<file path="config.mk">
export PLATFORM = sky130hd
export DESIGN_NAME = arc_regs
export DESIGN_NICKNAME = d
export VERILOG_FILES = /design/src/arc_pkg.sv /design/src/arc_regs.sv
export SDC_FILE = /design/constraint.sdc
export NUM_CORES = 1
export LEC_CHECK = 0
export BUFFER_PORTS_ARGS = -buffer_cell sky130_fd_sc_hd__clkbuf_2
export CAP_MARGIN = 0
export CORE_MARGIN = 2
export CORE_UTILIZATION = 45
export DETAILED_ROUTE_END_ITERATION = 7
export PLACE_DENSITY = 0.7
export SETUP_SLACK_MARGIN = 0.2
export SKIP_CTS_REPAIR_TIMING = 1
export SYNTH_ARGS = -nofsm -noshare
export SYNTH_HDL_FRONTEND = slang
export SYNTH_SLANG_ARGS = --single-unit
</file>
<file path="constraint.sdc">
create_clock -name SYS_CLK -period 6 [get_ports SYS_CLK]
set_input_delay 0.3 -clock SYS_CLK [delete_from_list [all_inputs] [get_ports SYS_CLK]]
set_output_delay 0.3 -clock SYS_CLK [all_outputs]
set_load 0.05 [all_outputs]
</file>
<file path="src/arc_pkg.sv">
// package for the analog front-end routing control register bank
// assumes byte addressing on the bus, one 32-bit word per register index
package arc_pkg;

    // register indices; byte address is four times the index
    localparam logic [5:0] IDX_LOD_EN    = 6'h07;
    localparam logic [5:0] IDX_LOD_CUR   = 6'h08;
    localparam logic [5:0] IDX_AC_DIV    = 6'h09;
    localparam logic [5:0] IDX_CM_EN     = 6'h0A;
    localparam logic [5:0] IDX_CM_CTL    = 6'h0B;
    localparam logic [5:0] IDX_RL_CTL    = 6'h0C;
    localparam logic [5:0] IDX_WCT1      = 6'h0D;
    localparam logic [5:0] IDX_WCT2      = 6'h0E;
    localparam logic [5:0] IDX_WCT3      = 6'h0F;
    localparam logic [5:0] IDX_LIMB_REF  = 6'h10;
    localparam logic [5:0] IDX_REF_CTL   = 6'h11;
    localparam logic [5:0] IDX_STATUS    = 6'h1E;

    // field positions
    localparam int POS_AC_PRESCALE  = 7;
    localparam int POS_CM_BW        = 2;
    localparam int POS_RL_BW        = 6;
    localparam int POS_RL_CAP       = 4;
    localparam int POS_RL_OFF       = 3;
    localparam int POS_AUG_ROUTE    = 1;
    localparam int POS_CT_ROUTE     = 0;
    localparam int POS_COMMON_OFF   = 1;
    localparam int POS_INTERNAL_OFF = 0;

    // current step in nA per code
    localparam logic [3:0] LOD_STEP_NA  = 4'h8;
    // extra division factor when prescale is selected
    localparam logic [4:0] AC_PRESCALE  = 5'h10;

    typedef struct packed {
        logic       input1_lead_off_enable;
        logic [7:0] lead_off_current_code;
        logic       ac_test_prescale_select;
        logic [6:0] ac_test_divider_ratio;
        logic [5:0] common_mode_input_enables;
        logic       common_mode_bandwidth;
        logic [1:0] common_mode_cap_drive;
        logic       right_leg_bandwidth;
        logic [1:0] right_leg_cap_drive;
        logic       right_leg_amp_off;
        logic [2:0] right_leg_output_mux;
        logic [2:0] wct_buffer_one_input;
        logic [2:0] wct_buffer_two_input;
        logic [2:0] wct_buffer_three_input;
        logic       augmented_ref_internal_route;
        logic       central_terminal_internal_route;
        logic       common_ref_off;
        logic       internal_ref_off;
    } arc_cfg_s;

    // all documented fields reset to zero
    localparam arc_cfg_s CFG_RESET = '0;

    typedef enum logic [1:0] {
        BUS_IDLE = 2'b01,
        BUS_ACK  = 2'b10
    } arc_bus_e;

endpackage : arc_pkg

</file>
<file path="src/arc_regs.sv">
// register bank and steering outputs for the analog front-end routing controls
// assumes an Avalon-MM master on SYS_CLK and a power-down level from the device core
//
// Notes on behaviour
// bit 0 enables lead-off on input 1
// 8-bit current code, 8 nA per step
// bit 7 selects divide-by-one or sixteen
// bits 6:0 divide clock for AC test
// six common-mode input enables, MSB is input 6
// bit 2 selects common-mode bandwidth
// two-bit common-mode cap drive select
// right-leg bandwidth bit and cap drive field
// bit 3 powers right-leg amplifier down
// right-leg mux: 000 off, 001-110 inputs
// three buffer selectors: 000 off, 001-110 inputs
// bit 1 routes augmented refs to inputs 4-6
// bit 0 routes central terminal to input 6
// software never sets both routing bits together
// bit 1 shuts common and right-leg reference
// bit 0 shuts internal 2.4 V reference
// power-down forces both references off
// software should also shut common reference
// reserved bits read zero, writes ignored
`timescale 1ns/1ns
`default_nettype none

module arc_regs (
    // clock and reset
    input  wire logic        SYS_CLK,
    input  wire logic        RST,
    // Avalon-MM slave
    input  wire logic [7:0]  ADDRESS,
    input  wire logic        READ,
    input  wire logic        WRITE,
    input  wire logic [31:0] WRITEDATA,
    input  wire logic [3:0]  BYTEENABLE,
    output var  logic [31:0] READDATA,
    output var  logic        WAITREQUEST,
    // device mode
    input  wire logic        POWER_DOWN,
    // lead-off controls
    output var  logic        INPUT1_LEAD_OFF_ENABLE,
    output var  logic [7:0]  LEAD_OFF_CURRENT_CODE,
    output var  logic [10:0] LEAD_OFF_CURRENT_NA,
    output var  logic        AC_TEST_CLOCK,
    // common-mode detector
    output var  logic [5:0]  COMMON_MODE_INPUT_ENABLES,
    output var  logic        COMMON_MODE_BANDWIDTH,
    output var  logic [1:0]  COMMON_MODE_CAP_DRIVE,
    // right-leg amplifier
    output var  logic        RIGHT_LEG_BANDWIDTH,
    output var  logic [1:0]  RIGHT_LEG_CAP_DRIVE,
    output var  logic        RIGHT_LEG_AMP_OFF,
    output var  logic [5:0]  RIGHT_LEG_CONNECT,
    // central-terminal buffers, one-hot per electrode input
    output var  logic [5:0]  WCT_BUFFER_ONE_CONNECT,
    output var  logic [5:0]  WCT_BUFFER_TWO_CONNECT,
    output var  logic [5:0]  WCT_BUFFER_THREE_CONNECT,
    // internal routing to electrode inputs 4 to 6
    output var  logic [2:0]  AUGMENTED_REF_TO_INPUT_4_6,
    output var  logic        CENTRAL_TERMINAL_TO_INPUT_6,
    // reference shutdowns
    output var  logic        COMMON_REF_OFF,
    output var  logic        INTERNAL_REF_OFF
);

    // selector code to one-hot electrode connection; 111 connects nothing
    // one-hot form keeps a selector from closing two switches at once
    function automatic logic [5:0] sel_to_onehot(input logic [2:0] sel);
        logic [5:0] hot;
        hot = 6'h00;
        unique case (sel)
            3'h1: hot = 6'h01;
            3'h2: hot = 6'h02;
            3'h3: hot = 6'h04;
            3'h4: hot = 6'h08;
            3'h5: hot = 6'h10;
            3'h6: hot = 6'h20;
            default: hot = 6'h00;
        endcase
        return hot;
    endfunction : sel_to_onehot

    // register byte as software sees it; unused bits stay zero
    function automatic logic [7:0] reg_byte(input arc_pkg::arc_cfg_s c, input logic [5:0] idx,
                                            input logic [7:0] stat);
        logic [7:0] b;
        b = 8'h00;
        unique case (idx)
            arc_pkg::IDX_LOD_EN:   b[0]   = c.input1_lead_off_enable;
            arc_pkg::IDX_LOD_CUR:  b      = c.lead_off_current_code;
            arc_pkg::IDX_AC_DIV:   b      = {c.ac_test_prescale_select, c.ac_test_divider_ratio};
            arc_pkg::IDX_CM_EN:    b[5:0] = c.common_mode_input_enables;
            arc_pkg::IDX_CM_CTL:   b[2:0] = {c.common_mode_bandwidth, c.common_mode_cap_drive};
            arc_pkg::IDX_RL_CTL:   b[6:0] = {c.right_leg_bandwidth, c.right_leg_cap_drive,
                                             c.right_leg_amp_off, c.right_leg_output_mux};
            arc_pkg::IDX_WCT1:     b[2:0] = c.wct_buffer_one_input;
            arc_pkg::IDX_WCT2:     b[2:0] = c.wct_buffer_two_input;
            arc_pkg::IDX_WCT3:     b[2:0] = c.wct_buffer_three_input;
            arc_pkg::IDX_LIMB_REF: b[1:0] = {c.augmented_ref_internal_route,
                                             c.central_terminal_internal_route};
            arc_pkg::IDX_REF_CTL:  b[1:0] = {c.common_ref_off, c.internal_ref_off};
            arc_pkg::IDX_STATUS:   b      = stat;
            default:               b      = 8'h00;
        endcase
        return b;
    endfunction : reg_byte

    arc_pkg::arc_cfg_s cfg_q;
    arc_pkg::arc_bus_e bus_q;

    logic [5:0]  idx;
    logic        aligned;
    logic        wr_commit;
    logic [7:0]  wbyte;
    logic [7:0]  status;

    logic [31:0] readdata_q;
    logic        waitrequest_q;

    logic [3:0]  pre_cnt_q;
    logic [6:0]  div_cnt_q;
    logic        ac_clk_q;
    logic        pre_tick;
    logic [3:0]  pre_limit;
    logic        ac_stop;

    logic        lod_en_q;
    logic [7:0]  lod_cur_q;
    logic [10:0] lod_na_q;
    logic [5:0]  cm_en_q;
    logic        cm_bw_q;
    logic [1:0]  cm_cap_q;
    logic        rl_bw_q;
    logic [1:0]  rl_cap_q;
    logic        rl_off_q;
    logic [5:0]  rl_conn_q;
    logic [5:0]  wct1_q;
    logic [5:0]  wct2_q;
    logic [5:0]  wct3_q;
    logic [2:0]  aug_q;
    logic        ct6_q;
    logic        common_off_q;
    logic        internal_off_q;

    // address decode: only word-aligned addresses reach a register
    assign idx       = ADDRESS[7:2];
    assign aligned   = (ADDRESS[1:0] == 2'b00);
    // lane 0 carries the register byte; upper lanes are ignored
    assign wbyte     = WRITEDATA[7:0];
    assign wr_commit = (bus_q == arc_pkg::BUS_ACK) && WRITE && BYTEENABLE[0] && aligned;

    // read-only view of effective state
    assign status = {3'h0, POWER_DOWN, ac_clk_q,
                     cfg_q.augmented_ref_internal_route & cfg_q.central_terminal_internal_route,
                     common_off_q, internal_off_q};

    // bus handshake: one wait cycle, then a single ready cycle
    // request lines are levels; one still high after the answer is taken again
    always_ff @(posedge SYS_CLK or posedge RST) begin
        if (RST) begin
            bus_q         <= arc_pkg::BUS_IDLE;
            waitrequest_q <= 1'b1;
        end else begin
            unique case (bus_q)
                arc_pkg::BUS_IDLE: begin
                    if (READ || WRITE) begin
                        bus_q         <= arc_pkg::BUS_ACK;
                        waitrequest_q <= 1'b0;
                    end
                end
                arc_pkg::BUS_ACK: begin
                    bus_q         <= arc_pkg::BUS_IDLE;
                    waitrequest_q <= 1'b1;
                end
            endcase
        end
    end

    // read data captured in the wait cycle and held until the next read
    // misaligned reads answer zero rather than an error
    always_ff @(posedge SYS_CLK or posedge RST) begin
        if (RST) begin
            readdata_q <= 32'h0000_0000;
        end else if ((bus_q == arc_pkg::BUS_IDLE) && READ) begin
            readdata_q <= aligned ? {24'h00_0000, reg_byte(cfg_q, idx, status)} : 32'h0000_0000;
        end
    end

    // register writes; only implemented bits are stored
    always_ff @(posedge SYS_CLK or posedge RST) begin
        if (RST) begin
            cfg_q <= arc_pkg::CFG_RESET;
        end else if (wr_commit) begin
            unique case (idx)
                arc_pkg::IDX_LOD_EN: begin
                    cfg_q.input1_lead_off_enable <= wbyte[0];
                end
                arc_pkg::IDX_LOD_CUR: begin
                    cfg_q.lead_off_current_code <= wbyte;
                end
                arc_pkg::IDX_AC_DIV: begin
                    cfg_q.ac_test_prescale_select <= wbyte[arc_pkg::POS_AC_PRESCALE];
                    cfg_q.ac_test_divider_ratio   <= wbyte[6:0];
                end
                arc_pkg::IDX_CM_EN: begin
                    cfg_q.common_mode_input_enables <= wbyte[5:0];
                end
                arc_pkg::IDX_CM_CTL: begin
                    cfg_q.common_mode_bandwidth <= wbyte[arc_pkg::POS_CM_BW];
                    cfg_q.common_mode_cap_drive <= wbyte[1:0];
                end
                arc_pkg::IDX_RL_CTL: begin
                    cfg_q.right_leg_bandwidth  <= wbyte[arc_pkg::POS_RL_BW];
                    cfg_q.right_leg_cap_drive  <= wbyte[arc_pkg::POS_RL_CAP +: 2];
                    cfg_q.right_leg_amp_off    <= wbyte[arc_pkg::POS_RL_OFF];
                    cfg_q.right_leg_output_mux <= wbyte[2:0];
                end
                arc_pkg::IDX_WCT1: begin
                    cfg_q.wct_buffer_one_input <= wbyte[2:0];
                end
                arc_pkg::IDX_WCT2: begin
                    cfg_q.wct_buffer_two_input <= wbyte[2:0];
                end
                arc_pkg::IDX_WCT3: begin
                    cfg_q.wct_buffer_three_input <= wbyte[2:0];
                end
                arc_pkg::IDX_LIMB_REF: begin
                    cfg_q.augmented_ref_internal_route    <= wbyte[arc_pkg::POS_AUG_ROUTE];
                    cfg_q.central_terminal_internal_route <= wbyte[arc_pkg::POS_CT_ROUTE];
                end
                arc_pkg::IDX_REF_CTL: begin
                    cfg_q.common_ref_off   <= wbyte[arc_pkg::POS_COMMON_OFF];
                    cfg_q.internal_ref_off <= wbyte[arc_pkg::POS_INTERNAL_OFF];
                end
                default: begin
                    cfg_q <= cfg_q;
                end
            endcase
        end
    end

    // AC test clock: prescale by 1 or 16, then half period of ratio ticks
    assign pre_limit = cfg_q.ac_test_prescale_select ? 4'(arc_pkg::AC_PRESCALE - 5'h01) : 4'h0;
    assign pre_tick  = (pre_cnt_q >= pre_limit);
    // ratio zero parks both counters so a new ratio starts from a clean phase
    assign ac_stop   = (cfg_q.ac_test_divider_ratio == 7'h00);

    always_ff @(posedge SYS_CLK or posedge RST) begin
        if (RST) begin
            pre_cnt_q <= 4'h0;
        end else if (ac_stop || pre_tick) begin
            pre_cnt_q <= 4'h0;
        end else begin
            pre_cnt_q <= pre_cnt_q + 4'h1;
        end
    end

    always_ff @(posedge SYS_CLK or posedge RST) begin
        if (RST) begin
            div_cnt_q <= 7'h00;
            ac_clk_q  <= 1'b0;
        end else if (ac_stop) begin
            // ratio zero stops the test clock low
            div_cnt_q <= 7'h00;
            ac_clk_q  <= 1'b0;
        end else if (pre_tick) begin
            if (div_cnt_q >= cfg_q.ac_test_divider_ratio - 7'h01) begin
                div_cnt_q <= 7'h00;
                ac_clk_q  <= ~ac_clk_q;
            end else begin
                div_cnt_q <= div_cnt_q + 7'h01;
            end
        end
    end

    // lead-off outputs
    always_ff @(posedge SYS_CLK or posedge RST) begin
        if (RST) begin
            lod_en_q  <= 1'b0;
            lod_cur_q <= 8'h00;
            lod_na_q  <= 11'h000;
        end else begin
            lod_en_q  <= cfg_q.input1_lead_off_enable;
            lod_cur_q <= cfg_q.lead_off_current_code;
            lod_na_q  <= 11'(cfg_q.lead_off_current_code) * 11'(arc_pkg::LOD_STEP_NA);
        end
    end

    // common-mode detector outputs
    always_ff @(posedge SYS_CLK or posedge RST) begin
        if (RST) begin
            cm_en_q  <= 6'h00;
            cm_bw_q  <= 1'b0;
            cm_cap_q <= 2'h0;
        end else begin
            cm_en_q  <= cfg_q.common_mode_input_enables;
            cm_bw_q  <= cfg_q.common_mode_bandwidth;
            cm_cap_q <= cfg_q.common_mode_cap_drive;
        end
    end

    // right-leg amplifier outputs
    always_ff @(posedge SYS_CLK or posedge RST) begin
        if (RST) begin
            rl_bw_q   <= 1'b0;
            rl_cap_q  <= 2'h0;
            rl_off_q  <= 1'b0;
            rl_conn_q <= 6'h00;
        end else begin
            rl_bw_q   <= cfg_q.right_leg_bandwidth;
            rl_cap_q  <= cfg_q.right_leg_cap_drive;
            rl_off_q  <= cfg_q.right_leg_amp_off;
            rl_conn_q <= sel_to_onehot(cfg_q.right_leg_output_mux);
        end
    end

    // buffer selectors and internal routing
    always_ff @(posedge SYS_CLK or posedge RST) begin
        if (RST) begin
            wct1_q <= 6'h00;
            wct2_q <= 6'h00;
            wct3_q <= 6'h00;
            aug_q  <= 3'h0;
            ct6_q  <= 1'b0;
        end else begin
            wct1_q <= sel_to_onehot(cfg_q.wct_buffer_one_input);
            wct2_q <= sel_to_onehot(cfg_q.wct_buffer_two_input);
            wct3_q <= sel_to_onehot(cfg_q.wct_buffer_three_input);
            aug_q  <= {3{cfg_q.augmented_ref_internal_route}};
            // both set is a software fault; passed through, flagged in status
            ct6_q  <= cfg_q.central_terminal_internal_route;
        end
    end

    // reference shutdowns, forced off in power-down
    // power-down overrides without touching what software reads back
    always_ff @(posedge SYS_CLK or posedge RST) begin
        if (RST) begin
            common_off_q   <= 1'b0;
            internal_off_q <= 1'b0;
        end else begin
            common_off_q   <= cfg_q.common_ref_off | POWER_DOWN;
            internal_off_q <= cfg_q.internal_ref_off | POWER_DOWN;
        end
    end

    // port drive
    assign READDATA                    = readdata_q;
    assign WAITREQUEST                 = waitrequest_q;
    assign INPUT1_LEAD_OFF_ENABLE      = lod_en_q;
    assign LEAD_OFF_CURRENT_CODE       = lod_cur_q;
    assign LEAD_OFF_CURRENT_NA         = lod_na_q;
    assign AC_TEST_CLOCK               = ac_clk_q;
    assign COMMON_MODE_INPUT_ENABLES   = cm_en_q;
    assign COMMON_MODE_BANDWIDTH       = cm_bw_q;
    assign COMMON_MODE_CAP_DRIVE       = cm_cap_q;
    assign RIGHT_LEG_BANDWIDTH         = rl_bw_q;
    assign RIGHT_LEG_CAP_DRIVE         = rl_cap_q;
    assign RIGHT_LEG_AMP_OFF           = rl_off_q;
    assign RIGHT_LEG_CONNECT           = rl_conn_q;
    assign WCT_BUFFER_ONE_CONNECT      = wct1_q;
    assign WCT_BUFFER_TWO_CONNECT      = wct2_q;
    assign WCT_BUFFER_THREE_CONNECT    = wct3_q;
    assign AUGMENTED_REF_TO_INPUT_4_6  = aug_q;
    assign CENTRAL_TERMINAL_TO_INPUT_6 = ct6_q;
    assign COMMON_REF_OFF              = common_off_q;
    assign INTERNAL_REF_OFF            = internal_off_q;

endmodule : arc_regs

`default_nettype wire

</file>
==> run_results.csv, run 1 <==
group,metric,value,unit
run_status,run_status,"finished with violations",
run_status,violated_checks,"negative hold slack",
pwr,power.internal,1.61,mW
yosys,post_synth_main_area_contributors,"dfrtp_1 54%, mux2_2 9.8%, buf_4 5.4%, ha_1 3.3%, nand2_1 2.2%",
placed_design,place_hpwl,7760,um
routing,detailedRoute.firstPassIterationCount,4,
critical_path,critical_path.endpoint_type,"register",
final_layout,antennaDiodeCount,0,
yosys,netlist-cell-type-count,57,
final_layout,fin_util,55.6,%
global_routing,grt_max_degree,61,
sta,setup_viol,0,
sta,rsz_0062_raised_after_global_routing,"no",
pwr,clock_group_share_of_total_power,51.7,%
yosys,synth_common_cells,"117 x dfrtp_1, 47 x mux2_2, 39 x buf_4",
pwr,comb_power_share,8.7,%
yosys,synth_top_area_cell,"dfrtp_1",
sta,hold_viol_final,2,
clock_network,ctsRootBufferMaster,"clkbuf_16",
final_layout,layout-area-overhead-vs-synth,19.6,%
pwr,switching_share_of_power,23.6,%
critical_path,timing.critical_path.fanout_max,11,
routing,detailroute.via_count,3579,
global_routing,globalRouteOverflowTotal,0,
critical_path,critPathSlowestCell,"dfrtp_1",
routing,routed_wire_length_per_instance,16.0,um
yosys,synth.yosys.warnings,0,
critical_path,cp_data_arrival_time,3.24,ns
critical_path,r2r-end,"div_cnt_q[4]",
global_routing,grt_pass1_wl,18100,um
yosys,synth_top_area_share,54.4,%
pwr,leakage_power,3.35,nW
global_routing,antenna_violations_before_repair,0,
sta,layout_min_cycle_time,2.93,ns
placed_design,place_ws,3.07,ns
critical_path,critical_path.top_delay_family,"simple AND/OR/NAND/NOR gates",
clock_network,numCtsBuffers,17,
critical_path,cpPeakStageDelay,0.41,ns
clock_network,maximum_level_of_the_cts_h_tree,4,
pwr,pwr-share-seq,39.6,%
critical_path,required,6.31,ns
clock_network,cts.sink_count,118,
clock_network,maximum_number_of_buffers_from_clock_root_to_sink,2,
critical_path,r2r_cells,12,
pwr,p_sw,497,uW
yosys,dominantRegCellSynth,"dfrtp_1",
routing,drt-initial-drc-count,183,
floorplan,rows,39,
routing,drt_wl_total,10900,um
routing,post-route-drc-count,0,
critical_path,critical_path.n_buffers_inverters,2,
critical_path,crit_chain,"inv_1, ha_1, nand2_1, nor4_1, buf_4, nor2_1, ha_1, and3_1, a221o_1, a31oi_1, nor2_1, nor4_1",
floorplan,core_area,0.0116,sq mm
critical_path,crit-reg2reg-launch,"cfg_q[29]",
yosys,synth.ff_latch_count,118,
sta,period_share,48.9,%
floorplan,die_height,113,um
floorplan,die_x,113,um
sta,slew-limit-headroom,38.1,%
final_layout,post_route_cells_drive_above_1_share,35.2,%
sta,final_max_slew_viol_count,0,
yosys,ys_async_sr_fraction,100,%
sta,fmax,341,MHz
yosys,syn_area_per_cell,12.3,sq um
yosys,synth-edff-count,0,
clock_network,clkLatencyLatePin,0.41,ns
clock_network,clk_pin_slew,0.05,ns
placed_design,placedCellCount,648,
routing,routed_via_density,5.26,
floorplan,floorplan.io_pins,146,
yosys,synthesis.area,0.00538,sq mm
placed_design,port_buffers,91,
sta,setup_tns,0,ns
sta,fin_skew,0.00711,ns
critical_path,setup.worst_path.start_class,"register",
pwr,vdd_ir_drop_max,0.000175,V
global_routing,grt_usage,18.5,%
critical_path,r2r_slack,3.07,ns
yosys,netlist_instances,436,
critical_path,setup.worst_path.start,"cfg_q[29]",
sta,postLayoutSetupSlackWorst,3.07,ns
floorplan,floorplan.die_area,0.0128,sq mm
final_layout,nets,587,
yosys,synthMostInstantiatedCell,"dfrtp_1",
critical_path,timing_worst_setup_path_type,"register to register",
pwr,power_density,327,mW/mm^2
run,max-cap-violations,0,
sta,tightestPinTransition,0.921,ns
placed_design,place.gp.congestion,0.841,
routing,ant_nets,0,
sta,fin_hold_ws,-0.0000953,ns
global_routing,grt_pass1_vias,3496,
clock_network,tritoncts,"done",
floorplan,start_util,46.5,%
hold_path,hold_path.class,"input port to asynchronous set/reset pin",
final_layout,final_cell_count_no_fill,680,
yosys,synth.yosys.seq_area_share,54.9,%
-- flip-flops by register name, indices dropped and copies added, names as in the netlist, 4 cells and up --
register,cells
cfg_q,46
LEAD_OFF_CURRENT_NA,8
READDATA,8
div_cnt_q,7
COMMON_MODE_INPUT_ENABLES,6
RIGHT_LEG_CONNECT,6
WCT_BUFFER_ONE_CONNECT,6
WCT_BUFFER_THREE_CONNECT,6
WCT_BUFFER_TWO_CONNECT,6
pre_cnt_q,4
-- layout by cell type (no fill, tap or decap), drive strengths merged, types with 11 or more instances in the layout --
master and instances:
conb 27, mux2 47, dfrtp 117, ha 14
a21oi 11, nor3b 13, nand2 33, nor2 24
clkbuf 115, mux2i 11
-- worst register-to-register path, cell delays in order, from the launching register on --
cell	delay [ns]
dfrtp_1	0.41
inv_1	0.09
ha_1	0.18
nand2_1	0.10
nor4_1	0.20
buf_4	0.23
nor2_1	0.06
ha_1	0.28
and3_1	0.20
a221o_1	0.29
a31oi_1	0.30
nor2_1	0.19
nor4_1	0.31
-- through the flow --
step	power (mW)	area (sq um)	hold WS, ns
finish	2.11	6430	-0.0000953
global route	2.17	6430	0.0443
CTS	2.12	6430	0.0132
detailed placement	1.03	5790	0.383
global placement	1.03	5790	0.376
floorplan	1.00	5480	0.363
-- area by class of cell --
class                           count  area [sq um]
Inverter                           10          40.0
Multi-Input combinational cell    284          2150
Clock buffer                       24           502
Clock inverter                      8           143
Tap cell                          143           179
Sequential cell                   118          2950
Timing Repair Buffer               93           470
Fill cell                         956          5130
-- logic make-up after synthesis --
group | share of synthesized area, %
other | 0.0697
AO/OA/AOI/OAI | 5.60
buffers and inverters | 7.02
AND/OR/NAND/NOR | 14.6
adder cells (fa/ha/maj) | 3.26
flip-flops | 54.9
XOR/XNOR | 0.977
multiplexers | 13.6
-- worst max-delay path by stage --
stage	slack (ns)	endpoint	depth (start not counted)
floorplan	2.57	AC_TEST_CLOCK	1
global placement	3.13	div_cnt_q[4]	12
detailed placement	3.07	div_cnt_q[4]	12
CTS	3.04	div_cnt_q[4]	12
global route	2.82	div_cnt_q[4]	12
finish	3.07	div_cnt_q[4]	12
-- layer usage --
layer | track usage, % | part of all wire, % | vias to the layer above
li1 | - | - | 1666
met1 | 24.0 | 45 | 1801
met2 | 28.8 | 49 | 98
met3 | 6.32 | 4.8 | 14
met4 | 6.91 | 1.2 | 0
met5 | 0 | 0 | -
-- power groups by stage --
stage	clock network, mW	registers [mW]	logic, mW
3_5_place_dp	0	0.847	0.183
4_1_cts	1.10	0.834	0.184
2_1_floorplan	0	0.874	0.131
3_3_place_gp	0	0.845	0.180
5_1_grt	1.14	0.837	0.199
6_report	1.09	0.834	0.183
No activity file was read; power rests on OpenSTA's default activity.
==> run 2: changes to the inputs <==
- clock period: 6 -> 2.9 ns (I/O delays scaled with it)
==> run_results.csv, run 2 (synthesis results as in run 1) <==
group,metric,value,unit
final_layout,largest_register_ffs,46,
critical_path,r2r_cells,12,
sta,layout_min_cycle_time,2.59,ns
clock_network,clk_pin_slew,0.05,ns
sta,slew-limit-headroom,33.6,%
clock_network,ctsRootBufferMaster,"clkbuf_16",
global_routing,antenna_violations_before_repair,1,
sta,hold_viol_final,42,
final_layout,fillers,948,
final_layout,antennaDiodeCount,0,
pwr,leakage_power,3.39,nW
hold_path,hold_path.class,"input port to asynchronous set/reset pin",
final_layout,post_route_cells_drive_above_1_share,37.8,%
placed_design,place.gp.congestion,0.870,
clock_network,maximum_number_of_buffers_from_clock_root_to_sink,2,
routing,routed_wire_length_per_instance,16.7,um
placed_design,port_buffers,91,
routing,drt-initial-drc-count,221,
critical_path,critical_path.endpoint_type,"register",
final_layout,max_flop_register,"cfg_q",
final_layout,multi_input_comb_area,0.00220,sq mm
critical_path,timing_worst_setup_path_type,"register to register",
floorplan,die_x,113,um
critical_path,setup.worst_path.start_class,"register",
run_status,run_status,"finished with violations",
routing,detailroute.via_count,3608,
sta,period_share,89.2,%
clock_network,numCtsBuffers,17,
floorplan,floorplan.io_pins,146,
pwr,pwr-share-seq,39.7,%
final_layout,most_common_cell_after_layout_fill_and_taps_aside,"dfrtp_1",
sta,final_max_slew_viol_count,0,
pwr,switching_share_of_power,23.8,%
floorplan,rows,39,
pwr,comb_power_share,9.4,%
sta,fin_skew,0.0130,ns
pwr,power_density,662,mW/mm^2
pwr,vdd_ir_drop_max,0.000387,V
sta,rsz_0062_raised_after_global_routing,"no",
global_routing,globalRouteOverflowTotal,0,
final_layout,most-common-layout-cells,"117 x dfrtp_1, 91 x clkbuf_2, 47 x mux2_2, 31 x nand2_1, 27 x conb_1",
floorplan,die_height,113,um
floorplan,start_util,46.5,%
pwr,clock_group_share_of_total_power,50.9,%
critical_path,r2r_slack,0.31,ns
critical_path,crit_chain,"inv_2, ha_2, nand2_2, nor4_4, nor2_1, ha_1, and3_4, a221o_1, a31oi_2, buf_4, nand3_1, a21oi_2",
placed_design,place_ws,0.174,ns
routing,post-route-drc-count,0,
critical_path,cp_data_arrival_time,2.92,ns
routing,routed_via_density,5.24,
global_routing,grt_usage,18.8,%
critical_path,required,3.24,ns
final_layout,sequential_cell_area,0.00295,sq mm
global_routing,grt_max_degree,55,
pwr,power.internal,3.31,mW
global_routing,grt_pass1_vias,3526,
sta,tightestPinTransition,0.994,ns
critical_path,critical_path.top_delay_family,"simple AND/OR/NAND/NOR gates",
routing,drt_wl_total,11500,um
critical_path,critPathSlowestCell,"dfrtp_1",
sta,postLayoutSetupSlackWorst,0.312,ns
final_layout,final_design_area_no_fill,0.00656,sq mm
routing,ant_nets,0,
global_routing,grt_pass1_wl,18500,um
final_layout,layout-area-overhead-vs-synth,21.9,%
pwr,p_sw,1.04,mW
critical_path,critical_path.n_buffers_inverters,2,
run_status,violated_checks,"negative hold slack",
clock_network,tritoncts,"done",
sta,fmax,386,MHz
clock_network,clkLatencyLatePin,0.41,ns
sta,fin_hold_ws,-0.0538,ns
sta,setup_viol,0,
run,max-cap-violations,0,
critical_path,timing.critical_path.fanout_max,4,
placed_design,place_hpwl,8030,um
critical_path,cpPeakStageDelay,0.42,ns
clock_network,maximum_level_of_the_cts_h_tree,4,
clock_network,cts.sink_count,118,
routing,detailedRoute.firstPassIterationCount,4,
floorplan,core_area,0.0116,sq mm
sta,setup_tns,0,ns
final_layout,nets,595,
critical_path,cp.depth,12,
placed_design,dpl-instance-area,0.00583,sq mm
floorplan,floorplan.die_area,0.0128,sq mm
run 2: cell types whose count changed in the layout (fill, tap and decap cells not counted), sizes merged:
| cell | delta |
|---|---|
| dlygate4sd3 | +3 |
| buf | +5 |
| bufinv | -1 |
| clkinv | +1 |
| inv | -1 |
| clkbuf | +1 |
run 2: through the flow:
step | std cells | utilization [%] | power, mW | hold WS, ns
2_1_floorplan | 462 | - | 2.08 | 0.222
3_3_place_gp | 651 | 50.4 | 2.13 | 0.336
3_5_place_dp | 651 | 50.4 | 2.14 | 0.345
4_1_cts | 683 | 55.9 | 4.36 | -0.0824
5_1_grt | 688 | 56.7 | 4.49 | 0.00577
6_report | 688 | 56.7 | 4.35 | -0.0538
run 2: worst paths after layout:
| path | startpoint | endpoint |
|---|---|---|
| min in group SYS_CLK | READ | bus_q[1] |
| max in group asynchronous | RST | bus_q[0] |
| min | RST | WCT_BUFFER_ONE_CONNECT[2] |
| max | cfg_q[29] | div_cnt_q[1] |
| min reg2reg | cfg_q[40] | LEAD_OFF_CURRENT_NA[6] |
| max reg2reg | cfg_q[29] | div_cnt_q[1] |
run 2: layout make-up:
cell class / instances / area share [%]
clock inverter: 7 / 1.73
timing repair buffer: 101 / 8.39
clock buffer: 25 / 8.01
tap: 143 / 2.73
inverter: 10 / 0.629
sequential: 118 / 45.0
multi-input combinational: 284 / 33.5
run 2: metal layers:
layer	up-vias	global-route usage, %	share of wire, %
li1	1676	-	-
met1	1816	24.6	45
met2	101	29.9	49
met3	13	5.20	4.5
met4	2	7.32	1.3
met5	-	0	0.11
run 2: power groups by stage:
stage	sequential [mW]	combinational (mW)	clock, mW
floorplan	1.81	0.272	0
global placement	1.75	0.377	0
detailed placement	1.75	0.385	0
CTS	1.73	0.387	2.24
global route	1.73	0.443	2.31
finish	1.73	0.410	2.21
==> run 3: changes to the inputs <==
- BUFFER_PORTS_ARGS: -buffer_cell sky130_fd_sc_hd__clkbuf_2 -> not set
- DONT_BUFFER_PORTS: not set -> 1
- PLACE_DENSITY: 0.7 -> not set
==> run_results.csv, run 3 (synthesis results as in run 1) <==
group,metric,value,unit
sta,tightestPinTransition,1.09,ns
final_layout,nets,517,
final_layout,largest_register_ffs,46,
routing,post-route-drc-count,0,
placed_design,dpl-instance-area,0.00539,sq mm
critical_path,timing_worst_setup_path_type,"register to register",
final_layout,post_route_cells_drive_above_1_share,24.5,%
sta,slew-limit-headroom,27.4,%
clock_network,numCtsBuffers,17,
sta,fin_skew,0.00666,ns
floorplan,rows,39,
pwr,leakage_power,3.01,nW
floorplan,floorplan.die_area,0.0128,sq mm
hold_path,whs_path_depth,3,
routing,routed_via_density,5.37,
sta,setup_viol,0,
routing,routed_wire_length_per_instance,17.7,um
critical_path,cp_data_arrival_time,2.89,ns
hold_path,timing.hold.worst_endpoint,"READDATA[0]",
sta,period_share,90.2,%
global_routing,grt_max_degree,52,
pwr,vdd_ir_drop_max,0.000347,V
floorplan,core_area,0.0116,sq mm
critical_path,critical_path.endpoint_type,"register",
global_routing,grt_usage,17.3,%
run,max-cap-violations,0,
hold_path,hold_path.class,"input port to register",
clock_network,tritoncts,"done",
critical_path,setup.worst_path.start_class,"register",
critical_path,timing.critical_path.fanout_max,4,
critical_path,crit-reg2reg-launch,"cfg_q[29]",
placed_design,port_buffers,0,
sta,rsz_0062_raised_after_global_routing,"no",
sta,fin_hold_ws,-0.0134,ns
pwr,power_density,671,mW/mm^2
floorplan,floorplan.io_pins,146,
floorplan,start_util,46.5,%
placed_design,place.gp.congestion,0.808,
critical_path,r2r_slack,0.28,ns
clock_network,maximum_level_of_the_cts_h_tree,4,
global_routing,grt_pass1_wl,16900,um
critical_path,r2r_cells,12,
clock_network,maximum_number_of_buffers_from_clock_root_to_sink,2,
sta,setup_tns,0,ns
sta,layout_min_cycle_time,2.62,ns
routing,detailedRoute.firstPassIterationCount,4,
critical_path,r2r-end,"AC_TEST_CLOCK",
final_layout,most_common_cell_after_layout_fill_and_taps_aside,"dfrtp_1",
clock_network,ctsRootBufferMaster,"clkbuf_16",
clock_network,cts.sink_count,118,
routing,detailroute.via_count,3270,
clock_network,clk_pin_slew,0.05,ns
final_layout,final_design_area_no_fill,0.00621,sq mm
global_routing,globalRouteOverflowTotal,0,
clock_network,clkLatencyLatePin,0.40,ns
run_status,run_status,"finished with violations",
floorplan,die_height,113,um
global_routing,antenna_violations_before_repair,0,
routing,drt-initial-drc-count,161,
final_layout,most-common-layout-cells,"117 x dfrtp_1, 47 x mux2_2, 31 x nand2_1, 27 x conb_1, 21 x nor2_1",
final_layout,layout-area-overhead-vs-synth,15.4,%
global_routing,grt_pass1_vias,3184,
sta,hold_viol_final,1,
routing,drt_wl_total,10800,um
floorplan,die_x,113,um
run_status,violated_checks,"negative hold slack",
routing,ant_nets,0,
placed_design,place_hpwl,7430,um
hold_path,min_from,"ADDRESS[7]",
sta,fmax,382,MHz
final_layout,antennaDiodeCount,0,
final_layout,max_flop_register,"cfg_q",
sta,final_max_slew_viol_count,0,
critical_path,required,3.18,ns
-- run 3: final cells by class --
class	instances	area, sq um
Clock inverter	9	126
Tap cell	143	179
Inverter	10	41.3
Multi-Input combinational cell	284	2220
Fill cell	994	5350
Clock buffer	22	464
Sequential cell	118	2950
Timing Repair Buffer	23	226
-- run 3: how the worst max path moves through the flow --
stage               from             to  slack, ns  depth (start not counted)
4_1_cts        cfg_q[29]   div_cnt_q[5]        0.1                         11
5_1_grt        cfg_q[29]   div_cnt_q[3]       0.16                         11
3_5_place_dp   cfg_q[29]   div_cnt_q[5]       0.14                         11
2_1_floorplan  cfg_q[29]   div_cnt_q[2]       0.23                         12
3_3_place_gp   cfg_q[29]   div_cnt_q[3]       0.21                         11
6_report       cfg_q[29]  AC_TEST_CLOCK       0.28                         12
-- run 3: power breakdown --
| part | internal (mW) | total (mW) | switching, mW | leakage [nW] |
|---|---|---|---|---|
| Clock | 1.38 | 2.07 | 0.689 | 0.290 |
| Sequential | 1.69 | 1.80 | 0.107 | 1.63 |
| Combinational | 0.0975 | 0.294 | 0.196 | 1.09 |
-- run 3: per-layer routing --
metal,part of all wire [%],track usage (%),routed length (um),vias up
met3,4.7,5.95,509,14
met5,0,0,0,-
met1,44,22.2,4730,1638
li1,-,-,-,1525
met2,50,27.5,5390,93
met4,1.3,6.02,135,0
-- run 3: through the flow --
step	worst slack (ns)	cells	total power [mW]	hold WS, ns	utilization (%)
floorplan	0.234	462	2.08	0.222	-
global placement	0.209	562	2.07	0.234	46.6
detailed placement	0.139	562	2.08	0.235	46.6
CTS	0.0998	593	4.17	-0.193	51.7
global route	0.156	609	4.32	0.0212	53.7
finish	0.285	609	4.17	-0.0134	53.7
-- run 3: critical path, cell delays in order (launching register included) --
cell and delay, ns:
dfrtp_1 0.43, inv_2 0.08, ha_2 0.21, nand2_4 0.07, o31a_1 0.23, nor2_1 0.09, ha_1 0.25, and3_4 0.20
a221o_1 0.36, a31oi_4 0.20, buf_6 0.13, nor4_1 0.03, o21bai_1 0.18
